File: src/design/ets_pkg.sv
// Package: constants, types and register map of the exposure trigger sequencer
package ets_pkg;

  // ==========================================================================
  // Register map (word offsets are byte addresses)
  localparam logic [7:0] ETS_REG_CTRL     = 8'h00;
  localparam logic [7:0] ETS_REG_EXPOSURE = 8'h04;
  localparam logic [7:0] ETS_REG_ROWS     = 8'h08;
  localparam logic [7:0] ETS_REG_ROWTIME  = 8'h0C;
  localparam logic [7:0] ETS_REG_STATUS   = 8'h10;
  localparam logic [7:0] ETS_REG_IRQ_STAT = 8'h14;
  localparam logic [7:0] ETS_REG_IRQ_MASK = 8'h18;
  localparam logic [7:0] ETS_REG_FRAMES   = 8'h1C;

  // ==========================================================================
  // Field positions
  localparam int ETS_CTRL_EN_BIT   = 0;
  localparam int ETS_IRQ_EXP_START = 0;
  localparam int ETS_IRQ_RD_START  = 1;
  localparam int ETS_IRQ_RD_DONE   = 2;
  localparam int ETS_IRQ_DROPPED   = 3;
  localparam int ETS_IRQ_W         = 4;

  // ==========================================================================
  // Reset values
  localparam logic [31:0] ETS_EXPOSURE_RST = 32'h0000_2710;
  localparam logic [15:0] ETS_ROWS_RST     = 16'h01ED;
  localparam logic [15:0] ETS_ROWTIME_RST  = 16'h0028;
  localparam logic [3:0]  ETS_MASK_RST     = 4'h0;

  // ==========================================================================
  // Timing
  localparam int ETS_CLK_MHZ     = 25;
  localparam int ETS_TICK_NS     = 1000;
  localparam int ETS_TICK_CYCLES = (ETS_TICK_NS * ETS_CLK_MHZ) / 1000;

  typedef enum logic [1:0] {
    ETS_EXP_IDLE,
    ETS_EXP_WAIT_ROW,
    ETS_EXP_RUN,
    ETS_EXP_HOLD
  } ets_exp_e;

  typedef struct packed {
    logic exposure;
    logic readout;
    logic imaging;
    logic idle;
    logic trig_ready;
  } ets_status_s;

  // Saturating subtraction, used for the start delay and the readout remaining count
  function automatic logic [31:0] ets_sat_sub(input logic [31:0] a, input logic [31:0] b);
    ets_sat_sub = (a > b) ? (a - b) : 32'h0000_0000;
  endfunction

endpackage

File: src/design/ets_sync.sv
// Three-stage input synchroniser with agreement filter
`timescale 1ns/1ps
module ets_sync (
  input  wire logic CLK,
  input  wire logic RST,
  input  wire logic din,
  output logic      dout
);
  logic s1_ff;
  logic s2_ff;
  logic s3_ff;

  always_ff @(posedge CLK) begin
    if (RST) begin
      s1_ff <= 1'b0;
      s2_ff <= 1'b0;
      s3_ff <= 1'b0;
      dout  <= 1'b0;
    end else begin
      s1_ff <= din;
      s2_ff <= s1_ff;
      s3_ff <= s2_ff;
      if (s2_ff == s3_ff) begin
        dout <= s3_ff;
      end
    end
  end
endmodule

File: src/design/ets_readout.sv
// Sensor readout engine: row timing and row boundary pulses
`timescale 1ns/1ps
module ets_readout
  import ets_pkg::*;
(
  input  wire logic        CLK,
  input  wire logic        RST,
  input  wire logic        tick,
  input  wire logic        start,
  input  wire logic [15:0] rows,
  input  wire logic [15:0] row_time,
  output logic             busy,
  output logic             row_edge,
  output logic             done,
  output logic [31:0]      remain
);
  logic [15:0] row_cnt_ff;
  logic [15:0] tick_cnt_ff;
  logic [31:0] remain_ff;
  logic        busy_ff;

  wire row_end  = busy_ff && tick && (tick_cnt_ff + 16'h0001 >= row_time);
  wire last_row = (row_cnt_ff + 16'h0001 >= rows);

  assign busy     = busy_ff;
  assign row_edge = row_end;
  assign done     = row_end && last_row;
  assign remain   = remain_ff;

  always_ff @(posedge CLK) begin
    if (RST) begin
      busy_ff     <= 1'b0;
      row_cnt_ff  <= 16'h0000;
      tick_cnt_ff <= 16'h0000;
      remain_ff   <= 32'h0000_0000;
    end else if (start && (!busy_ff || done)) begin // Restart on last row end
      busy_ff     <= 1'b1;
      row_cnt_ff  <= 16'h0000;
      tick_cnt_ff <= 16'h0000;
      remain_ff   <= 32'(rows) * 32'(row_time);
    end else if (busy_ff && tick) begin
      remain_ff <= ets_sat_sub(remain_ff, 32'h0000_0001);
      if (row_end) begin
        tick_cnt_ff <= 16'h0000;
        row_cnt_ff  <= row_cnt_ff + 16'h0001;
        if (last_row) begin
          busy_ff <= 1'b0;
        end
      end else begin
        tick_cnt_ff <= tick_cnt_ff + 16'h0001;
      end
    end
  end
endmodule

File: src/design/ets_top.sv
// Exposure trigger sequencer: trigger to exposure and overlapped readout
// ============================================================================
//
// The implementer's own choices: strobed register access and the register addresses.
`timescale 1ns/1ps
module ets_top
  import ets_pkg::*;
(
  input  wire logic        CLK,
  input  wire logic        RST,
  input  wire logic        TRIG_IN,
  input  wire logic [7:0]  ADDR,
  input  wire logic [31:0] WDATA,
  input  wire logic        WR,
  input  wire logic        RD,
  output logic      [31:0] RDATA,
  output logic             TRIG_READY,
  output logic             EXPOSURE,
  output logic             READOUT,
  output logic             IMAGING,
  output logic             IDLE,
  output logic             IRQ
);

  // ==========================================================================
  // Registers
  logic        enable_ff;
  logic [31:0] exposure_ff;
  logic [15:0] rows_ff;
  logic [15:0] row_time_ff;
  logic [ETS_IRQ_W-1:0] irq_stat_ff;
  logic [ETS_IRQ_W-1:0] irq_mask_ff;
  logic [31:0] frames_ff;
  logic [31:0] rdata_ff;

  // ==========================================================================
  // Microsecond tick divider
  logic [7:0] div_ff;
  wire        tick = (div_ff == 8'(ETS_TICK_CYCLES - 1));

  always_ff @(posedge CLK) begin
    if (RST || tick) begin
      div_ff <= 8'h00;
    end else begin
      div_ff <= div_ff + 8'h01;
    end
  end

  // ==========================================================================
  // Trigger input, synchronised, rising edge
  logic trig_sync;
  logic trig_prev_ff;

  ets_sync u_sync (
    .CLK  (CLK),
    .RST  (RST),
    .din  (TRIG_IN),
    .dout (trig_sync)
  );

  always_ff @(posedge CLK) begin
    if (RST) begin
      trig_prev_ff <= 1'b0;
    end else begin
      trig_prev_ff <= trig_sync;
    end
  end

  wire trig_edge = trig_sync && !trig_prev_ff;

  // ==========================================================================
  // Readout engine
  logic        ro_busy;
  logic        ro_row_edge;
  logic        ro_done;
  logic [31:0] ro_remain;
  logic        ro_start;

  ets_readout u_readout (
    .CLK      (CLK),
    .RST      (RST),
    .tick     (tick),
    .start    (ro_start),
    .rows     (rows_ff),
    .row_time (row_time_ff),
    .busy     (ro_busy),
    .row_edge (ro_row_edge),
    .done     (ro_done),
    .remain   (ro_remain)
  );

  // ==========================================================================
  // Exposure state machine
  ets_exp_e    state_ff;
  ets_exp_e    nxt_state;
  logic [31:0] exp_cnt_ff;
  logic [31:0] delay_cnt_ff;
  logic        ready_ff;
  logic        armed_ff;

  wire [31:0] readout_len  = 32'(rows_ff) * 32'(row_time_ff);
  wire [31:0] start_delay  = ets_sat_sub(readout_len, exposure_ff);
  wire        exp_time_up  = tick && (exp_cnt_ff + 32'h0000_0001 >= exposure_ff);
  wire        exp_counting = (state_ff == ETS_EXP_RUN);
  wire        accept       = trig_edge && ready_ff && enable_ff;
  wire        row_ok       = !ro_busy || ro_row_edge;
  wire        ro_clear     = !ro_busy || ro_done;
  wire        exp_end      = (state_ff == ETS_EXP_HOLD) && ro_clear;
  wire        exp_start    = (state_ff == ETS_EXP_WAIT_ROW) && row_ok;
  wire        delay_up     = (delay_cnt_ff >= start_delay) && (state_ff == ETS_EXP_IDLE);

  assign ro_start = exp_end;

  always_comb begin
    nxt_state = state_ff;
    case (state_ff)
      ETS_EXP_IDLE: begin
        if (accept) begin
          nxt_state = ETS_EXP_WAIT_ROW;
        end
      end
      ETS_EXP_WAIT_ROW: begin
        if (row_ok) begin
          nxt_state = ETS_EXP_RUN;
        end
      end
      ETS_EXP_RUN: begin
        if (exp_time_up || exposure_ff == 32'h0000_0000) begin
          nxt_state = ETS_EXP_HOLD;
        end
      end
      ETS_EXP_HOLD: begin
        if (ro_clear) begin
          nxt_state = ETS_EXP_IDLE;
        end
      end
      default: nxt_state = ETS_EXP_IDLE;
    endcase
  end

  always_ff @(posedge CLK) begin
    if (RST) begin
      state_ff <= ETS_EXP_IDLE;
    end else begin
      state_ff <= nxt_state;
    end
  end

  always_ff @(posedge CLK) begin
    if (RST || exp_start) begin
      exp_cnt_ff <= 32'h0000_0000;
    end else if (exp_counting && tick) begin
      exp_cnt_ff <= exp_cnt_ff + 32'h0000_0001;
    end
  end

  // Ready: idle immediately, else after start delay from exposure start
  always_ff @(posedge CLK) begin
    if (RST) begin
      delay_cnt_ff <= 32'h0000_0000;
      armed_ff     <= 1'b0;
      ready_ff     <= 1'b0;
    end else if (accept) begin
      ready_ff <= 1'b0;
      armed_ff <= 1'b0;
    end else if (exp_start) begin
      delay_cnt_ff <= 32'h0000_0000;
      armed_ff     <= 1'b1;
    end else if (armed_ff) begin
      if (delay_up) begin
        ready_ff <= enable_ff;
        armed_ff <= 1'b0;
      end else if (tick) begin
        delay_cnt_ff <= delay_cnt_ff + 32'h0000_0001;
      end
    end else if (state_ff == ETS_EXP_IDLE && !ro_busy) begin
      ready_ff <= enable_ff;
    end
  end

  // ==========================================================================
  // Status outputs
  ets_status_s stat_ff;
  ets_status_s nxt_stat;
  wire         exp_on = (state_ff == ETS_EXP_RUN) || (state_ff == ETS_EXP_HOLD);

  always_comb begin
    nxt_stat.exposure   = exp_on;
    nxt_stat.readout    = ro_busy;
    nxt_stat.imaging    = exp_on || ro_busy;
    nxt_stat.idle       = !(exp_on || ro_busy);
    nxt_stat.trig_ready = ready_ff;
  end

  always_ff @(posedge CLK) begin
    if (RST) begin
      stat_ff <= '{exposure: 1'b0, readout: 1'b0, imaging: 1'b0, idle: 1'b1,
                   trig_ready: 1'b0};
    end else begin
      stat_ff <= nxt_stat;
    end
  end

  // ==========================================================================
  // Register bus
  wire wr_ctrl = WR && (ADDR == ETS_REG_CTRL);
  wire wr_exp  = WR && (ADDR == ETS_REG_EXPOSURE);
  wire wr_rows = WR && (ADDR == ETS_REG_ROWS);
  wire wr_rt   = WR && (ADDR == ETS_REG_ROWTIME);
  wire wr_ist  = WR && (ADDR == ETS_REG_IRQ_STAT);
  wire wr_imk  = WR && (ADDR == ETS_REG_IRQ_MASK);

  wire [ETS_IRQ_W-1:0] irq_evt;
  assign irq_evt[ETS_IRQ_EXP_START] = exp_start;
  assign irq_evt[ETS_IRQ_RD_START]  = ro_start;
  assign irq_evt[ETS_IRQ_RD_DONE]   = ro_done;
  assign irq_evt[ETS_IRQ_DROPPED]   = trig_edge && !accept;

  wire [ETS_IRQ_W-1:0] ist_clr = wr_ist ? WDATA[ETS_IRQ_W-1:0] : '0;
  wire [ETS_IRQ_W-1:0] nxt_irq_stat = (irq_stat_ff & ~ist_clr) | irq_evt;

  wire [31:0] rd_mux =
      (ADDR == ETS_REG_CTRL)     ? {31'h0000_0000, enable_ff} :
      (ADDR == ETS_REG_EXPOSURE) ? exposure_ff :
      (ADDR == ETS_REG_ROWS)     ? {16'h0000, rows_ff} :
      (ADDR == ETS_REG_ROWTIME)  ? {16'h0000, row_time_ff} :
      (ADDR == ETS_REG_STATUS)   ? {27'h000_0000, stat_ff} :
      (ADDR == ETS_REG_IRQ_STAT) ? {28'h000_0000, irq_stat_ff} :
      (ADDR == ETS_REG_IRQ_MASK) ? {28'h000_0000, irq_mask_ff} :
      (ADDR == ETS_REG_FRAMES)   ? frames_ff :
                                   32'h0000_0000;

  always_ff @(posedge CLK) begin
    if (RST) begin
      enable_ff   <= 1'b0;
      exposure_ff <= ETS_EXPOSURE_RST;
      rows_ff     <= ETS_ROWS_RST;
      row_time_ff <= ETS_ROWTIME_RST;
      irq_mask_ff <= ETS_MASK_RST;
    end else begin
      if (wr_ctrl) enable_ff   <= WDATA[ETS_CTRL_EN_BIT];
      if (wr_exp)  exposure_ff <= WDATA;
      if (wr_rows) rows_ff     <= WDATA[15:0];
      if (wr_rt)   row_time_ff <= WDATA[15:0];
      if (wr_imk)  irq_mask_ff <= WDATA[ETS_IRQ_W-1:0];
    end
  end

  // Set wins over clear
  always_ff @(posedge CLK) begin
    if (RST) begin
      irq_stat_ff <= '0;
    end else begin
      irq_stat_ff <= nxt_irq_stat;
    end
  end

  // Completed frames, counted at each readout end
  always_ff @(posedge CLK) begin
    if (RST) begin
      frames_ff <= 32'h0000_0000;
    end else if (ro_done) begin
      frames_ff <= frames_ff + 32'h0000_0001;
    end
  end

  // Read data stand one cycle, zero otherwise
  always_ff @(posedge CLK) begin
    if (RST) begin
      rdata_ff <= 32'h0000_0000;
    end else begin
      rdata_ff <= RD ? rd_mux : 32'h0000_0000;
    end
  end

  logic irq_ff;
  always_ff @(posedge CLK) begin
    if (RST) begin
      irq_ff <= 1'b0;
    end else begin
      irq_ff <= |(nxt_irq_stat & irq_mask_ff);
    end
  end

  assign RDATA      = rdata_ff;
  assign TRIG_READY = stat_ff.trig_ready;
  assign EXPOSURE   = stat_ff.exposure;
  assign READOUT    = stat_ff.readout;
  assign IMAGING    = stat_ff.imaging;
  assign IDLE       = stat_ff.idle;
  assign IRQ        = irq_ff;

endmodule

File: config.mk
export PLATFORM = sky130hd
export DESIGN_NAME = ets_top
export DESIGN_NICKNAME = d
export VERILOG_FILES = /design/src/design/ets_pkg.sv /design/src/design/ets_sync.sv /design/src/design/ets_readout.sv /design/src/design/ets_top.sv
export SDC_FILE = /design/constraint.sdc
export NUM_CORES = 1
export LEC_CHECK = 0
export ABC_AREA = 1
export BUFFER_PORTS_ARGS = -buffer_cell sky130_fd_sc_hd__buf_2
export CORE_MARGIN = 3
export CORE_UTILIZATION = 40
export DETAILED_ROUTE_END_ITERATION = 6
export GPL_TIMING_DRIVEN = 0
export PLACE_DENSITY_LB_ADDON = 0.25
export SYNTH_ARGS = -nofsm -noshare
export SYNTH_HDL_FRONTEND = slang
export SYNTH_HIERARCHICAL = 1
export SYNTH_SLANG_ARGS = --single-unit
File: constraint.sdc
create_clock -name CLK -period 7.85 [get_ports CLK]
set_clock_uncertainty 0.15 [all_clocks]
set_input_delay 0 -clock CLK [delete_from_list [all_inputs] [get_ports CLK]]
set_output_delay 0 -clock CLK [all_outputs]
set_load 0.005 [all_outputs]
# After elaboration in Yosys (flattened, before gate mapping)
# Index checks and enable logic that the tools add are counted.
word_totals:
  rom_bits: 0
  register_bits: 257
  in_bits: 45
  out_inout_bits: 38
  word_cells: 147
  memories: 0
  latch_bits: 0
  mem_bits_rw: 0
classes:
  bitwise_logic: 7
  shift: 0
  mul: 1
  n_mux: 30
  n_div: 0
  n_addsub: 7
  n_reduce_logical: 50
  eq_ne: 18
  n_lt_le_gt_ge: 5
op_table:
  columns: ["op", "n"]
  rows:
  - ["32-bit two-way mux", 12]
  - ["32-bit by 1-bit adder with 32-bit output, second input constant", 3]
  - ["32-bit greater-or-equal comparator", 2]
  - ["8-bit by 5-bit equality test with 1-bit output, second input constant", 5]
  - ["16-bit by 1-bit adder with 16-bit output, second input constant", 2]
  - ["16-bit greater-or-equal comparator", 2]
  - ["32-bit greater-than comparator", 1]
  - ["32-bit zero test", 1]
  - ["16-bit by 16-bit multiplier with 32-bit output", 1]
  - ["32-bit subtractor", 1]
  - ["1-bit logical AND", 20]
  - ["8-bit by 4-bit equality test with 1-bit output, second input constant", 2]
  - ["16-bit two-way mux", 1]
  - ["2-bit nonzero test", 6]
  - ["1-bit two-way mux", 11]
  - ["8-bit by 1-bit adder with 8-bit output, second input constant", 1]
  - ["4-bit AND", 2]
  - ["8-bit by 3-bit equality test with 1-bit output, second input constant", 1]
  - ["8-bit zero test", 1]
  - ["2-bit two-way mux", 4]
  - ["2-bit != test, second input constant", 4]
  - ["2-bit case mux with 4 select lines", 1]
  - ["4-bit AND reduction", 2]
  - ["1-bit logical OR", 7]
  - ["other kinds (15)", 25]

# Longest topological paths before layout
depth:
  word_depth: 9
  depth_mapped: 53
  ltp_nobuf: 50

# Hierarchy
# The synthesis kept the hierarchy.
by_module_without_submodules:
  columns: ["mod", "instances", "cells_per_inst", "seq_area_each_um2", "area_per_inst_um2"]
  rows:
  - ["ets_top", 1, 3281, 4404.2, 22843.2]
  - ["ets_readout", 1, 2171, 1301.2, 14461.4]
  - ["ets_sync", 1, 13, 80.1, 121.4]

# Least setup slack after synthesis
# No wires, ideal clock.
synth_timing:
  kind: "register to register"
  from: "register rows_ff[7]"
  to: "register delay_cnt_ff[29]"
  arrival_time_ps: 8142
  stages_incl_launch_ff: 47
  setup_ps: 110
  slack_ps: -552
  required_time_ps: 7590
  n_path_buf: 4
  period_less_slack_ps: 8402
  cell_sequence: "dfxtp_1 -> clkbuf_1 -> buf_1 -> nand2_1 -> fa_1 -> inv_1 -> fa_1 -> inv_1 -> fa_1 -> inv_1 -> fa_1 -> fa_1 -> inv_1 -> fa_1 -> inv_1 -> ha_1 -> a21oi_1 -> o21ai_0 -> (+11 left out) -> nand2_1 -> nand2_2 -> inv_4 -> buf_6 -> nand3_1 -> ha_1 -> a21o_1 -> nor2_1 -> nand2_1 -> nand2_1 -> nand2_1 -> nand2_1 -> nand3_1 -> nand3_1 -> clkbuf_1 -> nand4_1 -> nand2_1 -> nor2_1"
synth_between:
  elab_chain_cells: 7
  elab_cells_between_ends: 8
  cone_classes: "add/sub (1); mul (1); order compare (2); eq/ne (1); mux (1); reduce/logical (2)"
synth_rtl:
  columns: ["item", "line_no", "text"]
  rows:
  - ["start: declaration", "ets_top.sv:29", "logic [15:0] rows_ff;"]
  - ["start signal: assignment", "ets_top.sv:243", "if (wr_rows) rows_ff <= WDATA[15:0];"]
  - ["16-bit by 16-bit multiplier with 32-bit output *", null, null]
  - ["32-bit subtractor or 32-bit greater-than comparator (tied branches)", "ets_pkg.sv:54", "ets_sat_sub = (a > b) ? (a - b) : 32'h0000_0000;"]
  - ["32-bit two-way mux *", "ets_pkg.sv:54", null]
  - ["32-bit greater-or-equal comparator *", "ets_top.sv:110", "wire delay_up = (delay_cnt_ff >= start_delay) && (state_ff == ETS_EXP_IDLE);"]
  - ["1-bit logical AND *", "ets_top.sv:110", null]
  - ["2-bit != test (no source line) *", null, null]
  - ["4-bit AND reduction (no source line) *", null, null]
  - ["end signal: assignment", "ets_top.sv:174", "delay_cnt_ff <= delay_cnt_ff + 32'h0000_0001;"]
  - ["end: declaration", "ets_top.sv:97", "logic [31:0] delay_cnt_ff;"]
# Mark *: on every way between the ends. The rest lies on a longest branch, timed or not.
# A chain may end at the register's enable or synchronous reset.

# Worst setup path in the final report
layout_timing:
  from: "register rows_ff[6]"
  to: "register delay_cnt_ff[12]"
# Same word-level chain as after synthesis.

==> flow_summary.toml <==
[outcome]
status = "finished, violations left"
violations = "design-rule violations, negative setup slack"

[drt]
drt_wl_total_um = 86600
drt-initial-drc-count = 2057
drc = 2
firstDrtPassIters = 7
routedWlPerCell_um = 17.7
viasPerCell = 5.10
route.vias.total = 24900
postRouteAntennaNets = 0

[power_and_ir_drop]
seqPwrFrac = 0.361
switchingPower_uw = 1360
vdd_drop_max_uv = 202
p_comb_frac = 0.265
power_density_nw_per_um2 = 126
p_leak_uw = 0.0156
internal-power_uw = 2620
swShare = 0.341
pwr-share-clk = 0.374

[synth]
yosysWarnings = 6
synth_cells = 3744
syn_nets = 4228
synthesis.area_sq_um = 25800
syn_avg_cell_area_sq_um = 6.89

[cells_and_area]
layout-drive-gt1-share = 0.146
fillCellCount = 6195
final-seq-area_sq_um = 5190
multi_input_area_sq_um = 18200
area_growth_pct = 22.1
finalNetCount = 4500

[grt]
grt_max_degree = 16
grt_pass1_wl_um = 135000
grt_use_total = 0.254
grt.overflow.total = 0
grt_pass1_vias = 23800
antenna_found_initial = 2

[worst_setup_path]
crit_path_end_kind = "register"
critPathLaunch = "rows_ff[6]$_SDFFE_PP1P_"
worstSetupPathType = "register to register"
cp_common_cell = "fa_1"
cp-endpoint = "delay_cnt_ff[12]$_SDFFE_PP0P_"
max_stage_delay_ns = 0.60
r2r-start = "rows_ff[6]$_SDFFE_PP1P_"
worstPathRequired_ns = 8.24
worst-r2r-cell-count = 44
cp-start-kind = "register"
crit_slowest_cell = "fa_2"
cp_max_fo = 5
arrival_ns = 9.26
timing.rr.end = "delay_cnt_ff[12]$_SDFFE_PP0P_"
rrSetupSlack_ns = -1.02

[placed_design]
io_buffers = 82
gp_congestion = 0.950
dpl.hpwl_um = 65300

[clock_tree]
clkSinkCount = 257
cts_root_buf = "clkbuf_16"
clk_path_buf_depth = 3
worstSkewPairLatency_ns = 0.60
clk_pin_slew_ns = 0.07
numCtsBuffers = 31
tritoncts = "done"
cts_htree_levels = 1

[sta]
drv_slew = 0
fmax_mhz = 113
tightest_slew_ns = 0.927
finalCritPeriodShare = 1.13
relSlewSlack = 0.382
fin_tns_setup_ns = -32.73
period_minus_slack_ns = 8.87
hold_viol = 0
rsz0062_at_grt = "true"
hold_slack_ns = 0.0605
layout_setup_ws_ns = -1.02
setup_viol_count_final = 34

[job]
cap_viol_max_count = 0

[floorplan]
core_area_sq_um = 63400
initial_core_util = 0.407
io_pins = 83
fp.dieArea_sq_um = 67600
die_y_um = 260
dieWidth_um = 260
rows = 92

[hold_path]
hp-class = "input pin to register"
-- cell type report --
class	instances	area share
Sequential cell	257	0.165
Antenna cell	1	0.0000794
Multi-Input combinational cell	2582	0.576
Tap cell	846	0.0336
Buffer	186	0.0472
Timing Repair Buffer	250	0.0614
Inverter	708	0.0845
Clock buffer	36	0.0255
Clock inverter	22	0.00714
-- power groups by stage --
stage               clock [uW]  sequential (uW)  combinational, uW
floorplan                    0             1420                606
CTS                       1500             1430                986
detailed placement           0             1460                828
finish                    1490             1440               1050
global placement             0             1460                823
global route              1550             1440               1170
-- layout by cell type, fill, tap and decap left out, types with 28 or more instances in the layout --
cell	count
nand2_1	826
inv_1	676
nor2_1	283
dfxtp_1	235
a21oi_1	232
ha_1	220
fa_1	187
o21ai_0	156
nand3_1	133
clkbuf_1	110
buf_4	96
buf_2	94
xor2_1	65
nand4_1	60
dlygate4sd3_1	58
clkbuf_16	48
nor3_1	40
inv_2	30
nand2_2	29
xnor2_1	28
-- registers in the layout (all words and copies together) (netlist names), 2 cells and up --
signal and count:
u_readout/row_cnt_ff 16, exp_cnt_ff 32, rows_ff 16, irq_stat_ff 4, exposure_ff 32, div_ff 8
u_readout/tick_cnt_ff 16, state_ff 2, row_time_ff 16, RDATA 32, delay_cnt_ff 32, irq_mask_ff 4
frames_ff 32
-- how the worst min path moves through the flow --
stage                                         to  startpoint  cells after the start
floorplan            u_readout/busy$_SDFFE_PP0P_         RST                      1
global placement         u_sync/s1_ff$_SDFF_PP0_     TRIG_IN                      3
detailed placement       u_sync/s1_ff$_SDFF_PP0_     TRIG_IN                      3
CTS                    irq_stat_ff[2]$_SDFF_PP0_     ADDR[7]                      9
global route        exposure_ff[22]$_SDFFE_PP0P_   WDATA[22]                      4
finish                 irq_stat_ff[2]$_SDFF_PP0_     ADDR[7]                      9
-- worst max-delay path, delay by kind of cell, from the launching register on --
| kind | cells | cell delay (ns) |
|---|---|---|
| flip-flops | 1 | 0.34 |
| buffers and inverters | 12 | 1.29 |
| AO/OA/AOI/OAI | 4 | 0.69 |
| adder cells (fa/ha/maj) | 9 | 3.98 |
| AND/OR/NAND/NOR | 18 | 2.05 |
| XOR/XNOR | 1 | 0.30 |
-- what timing repair did --
action                                 in CTS  in global routing
endpoints found under the hold margin      88                  0
gates cloned                                5                  0
hold buffers                               58                  0
resized for setup                         248                127
setup endpoints to repair                  34                 34
setup buffers                              74                 31
pin swaps                                  71                 71
-- metrics by stage --
step                total power, uW  cells  utilization  setup WS [ns]  cell area (sq um)
global placement               2290   4672        0.437          -2.03              27700
finish                         3970   4888        0.497          -1.02              31500
detailed placement             2290   4672        0.437          -2.03              27700
CTS                            3920   4863        0.489         -0.932              31000
global route                   4160   4887        0.497          -1.39              31500
floorplan                      2030   3744            -        0.00842              26200
-- routing by layer --
layer | wire, um | track usage | vias to the layer above
met4 | 3710 | 0.0939 | 0
met3 | 5860 | 0.0322 | 177
met2 | 39100 | 0.412 | 883
met1 | 37900 | 0.346 | 11600
li1 | - | - | 12300
met5 | 0 | 0 | -
Note: power is estimated with default switching activity, not from simulation.
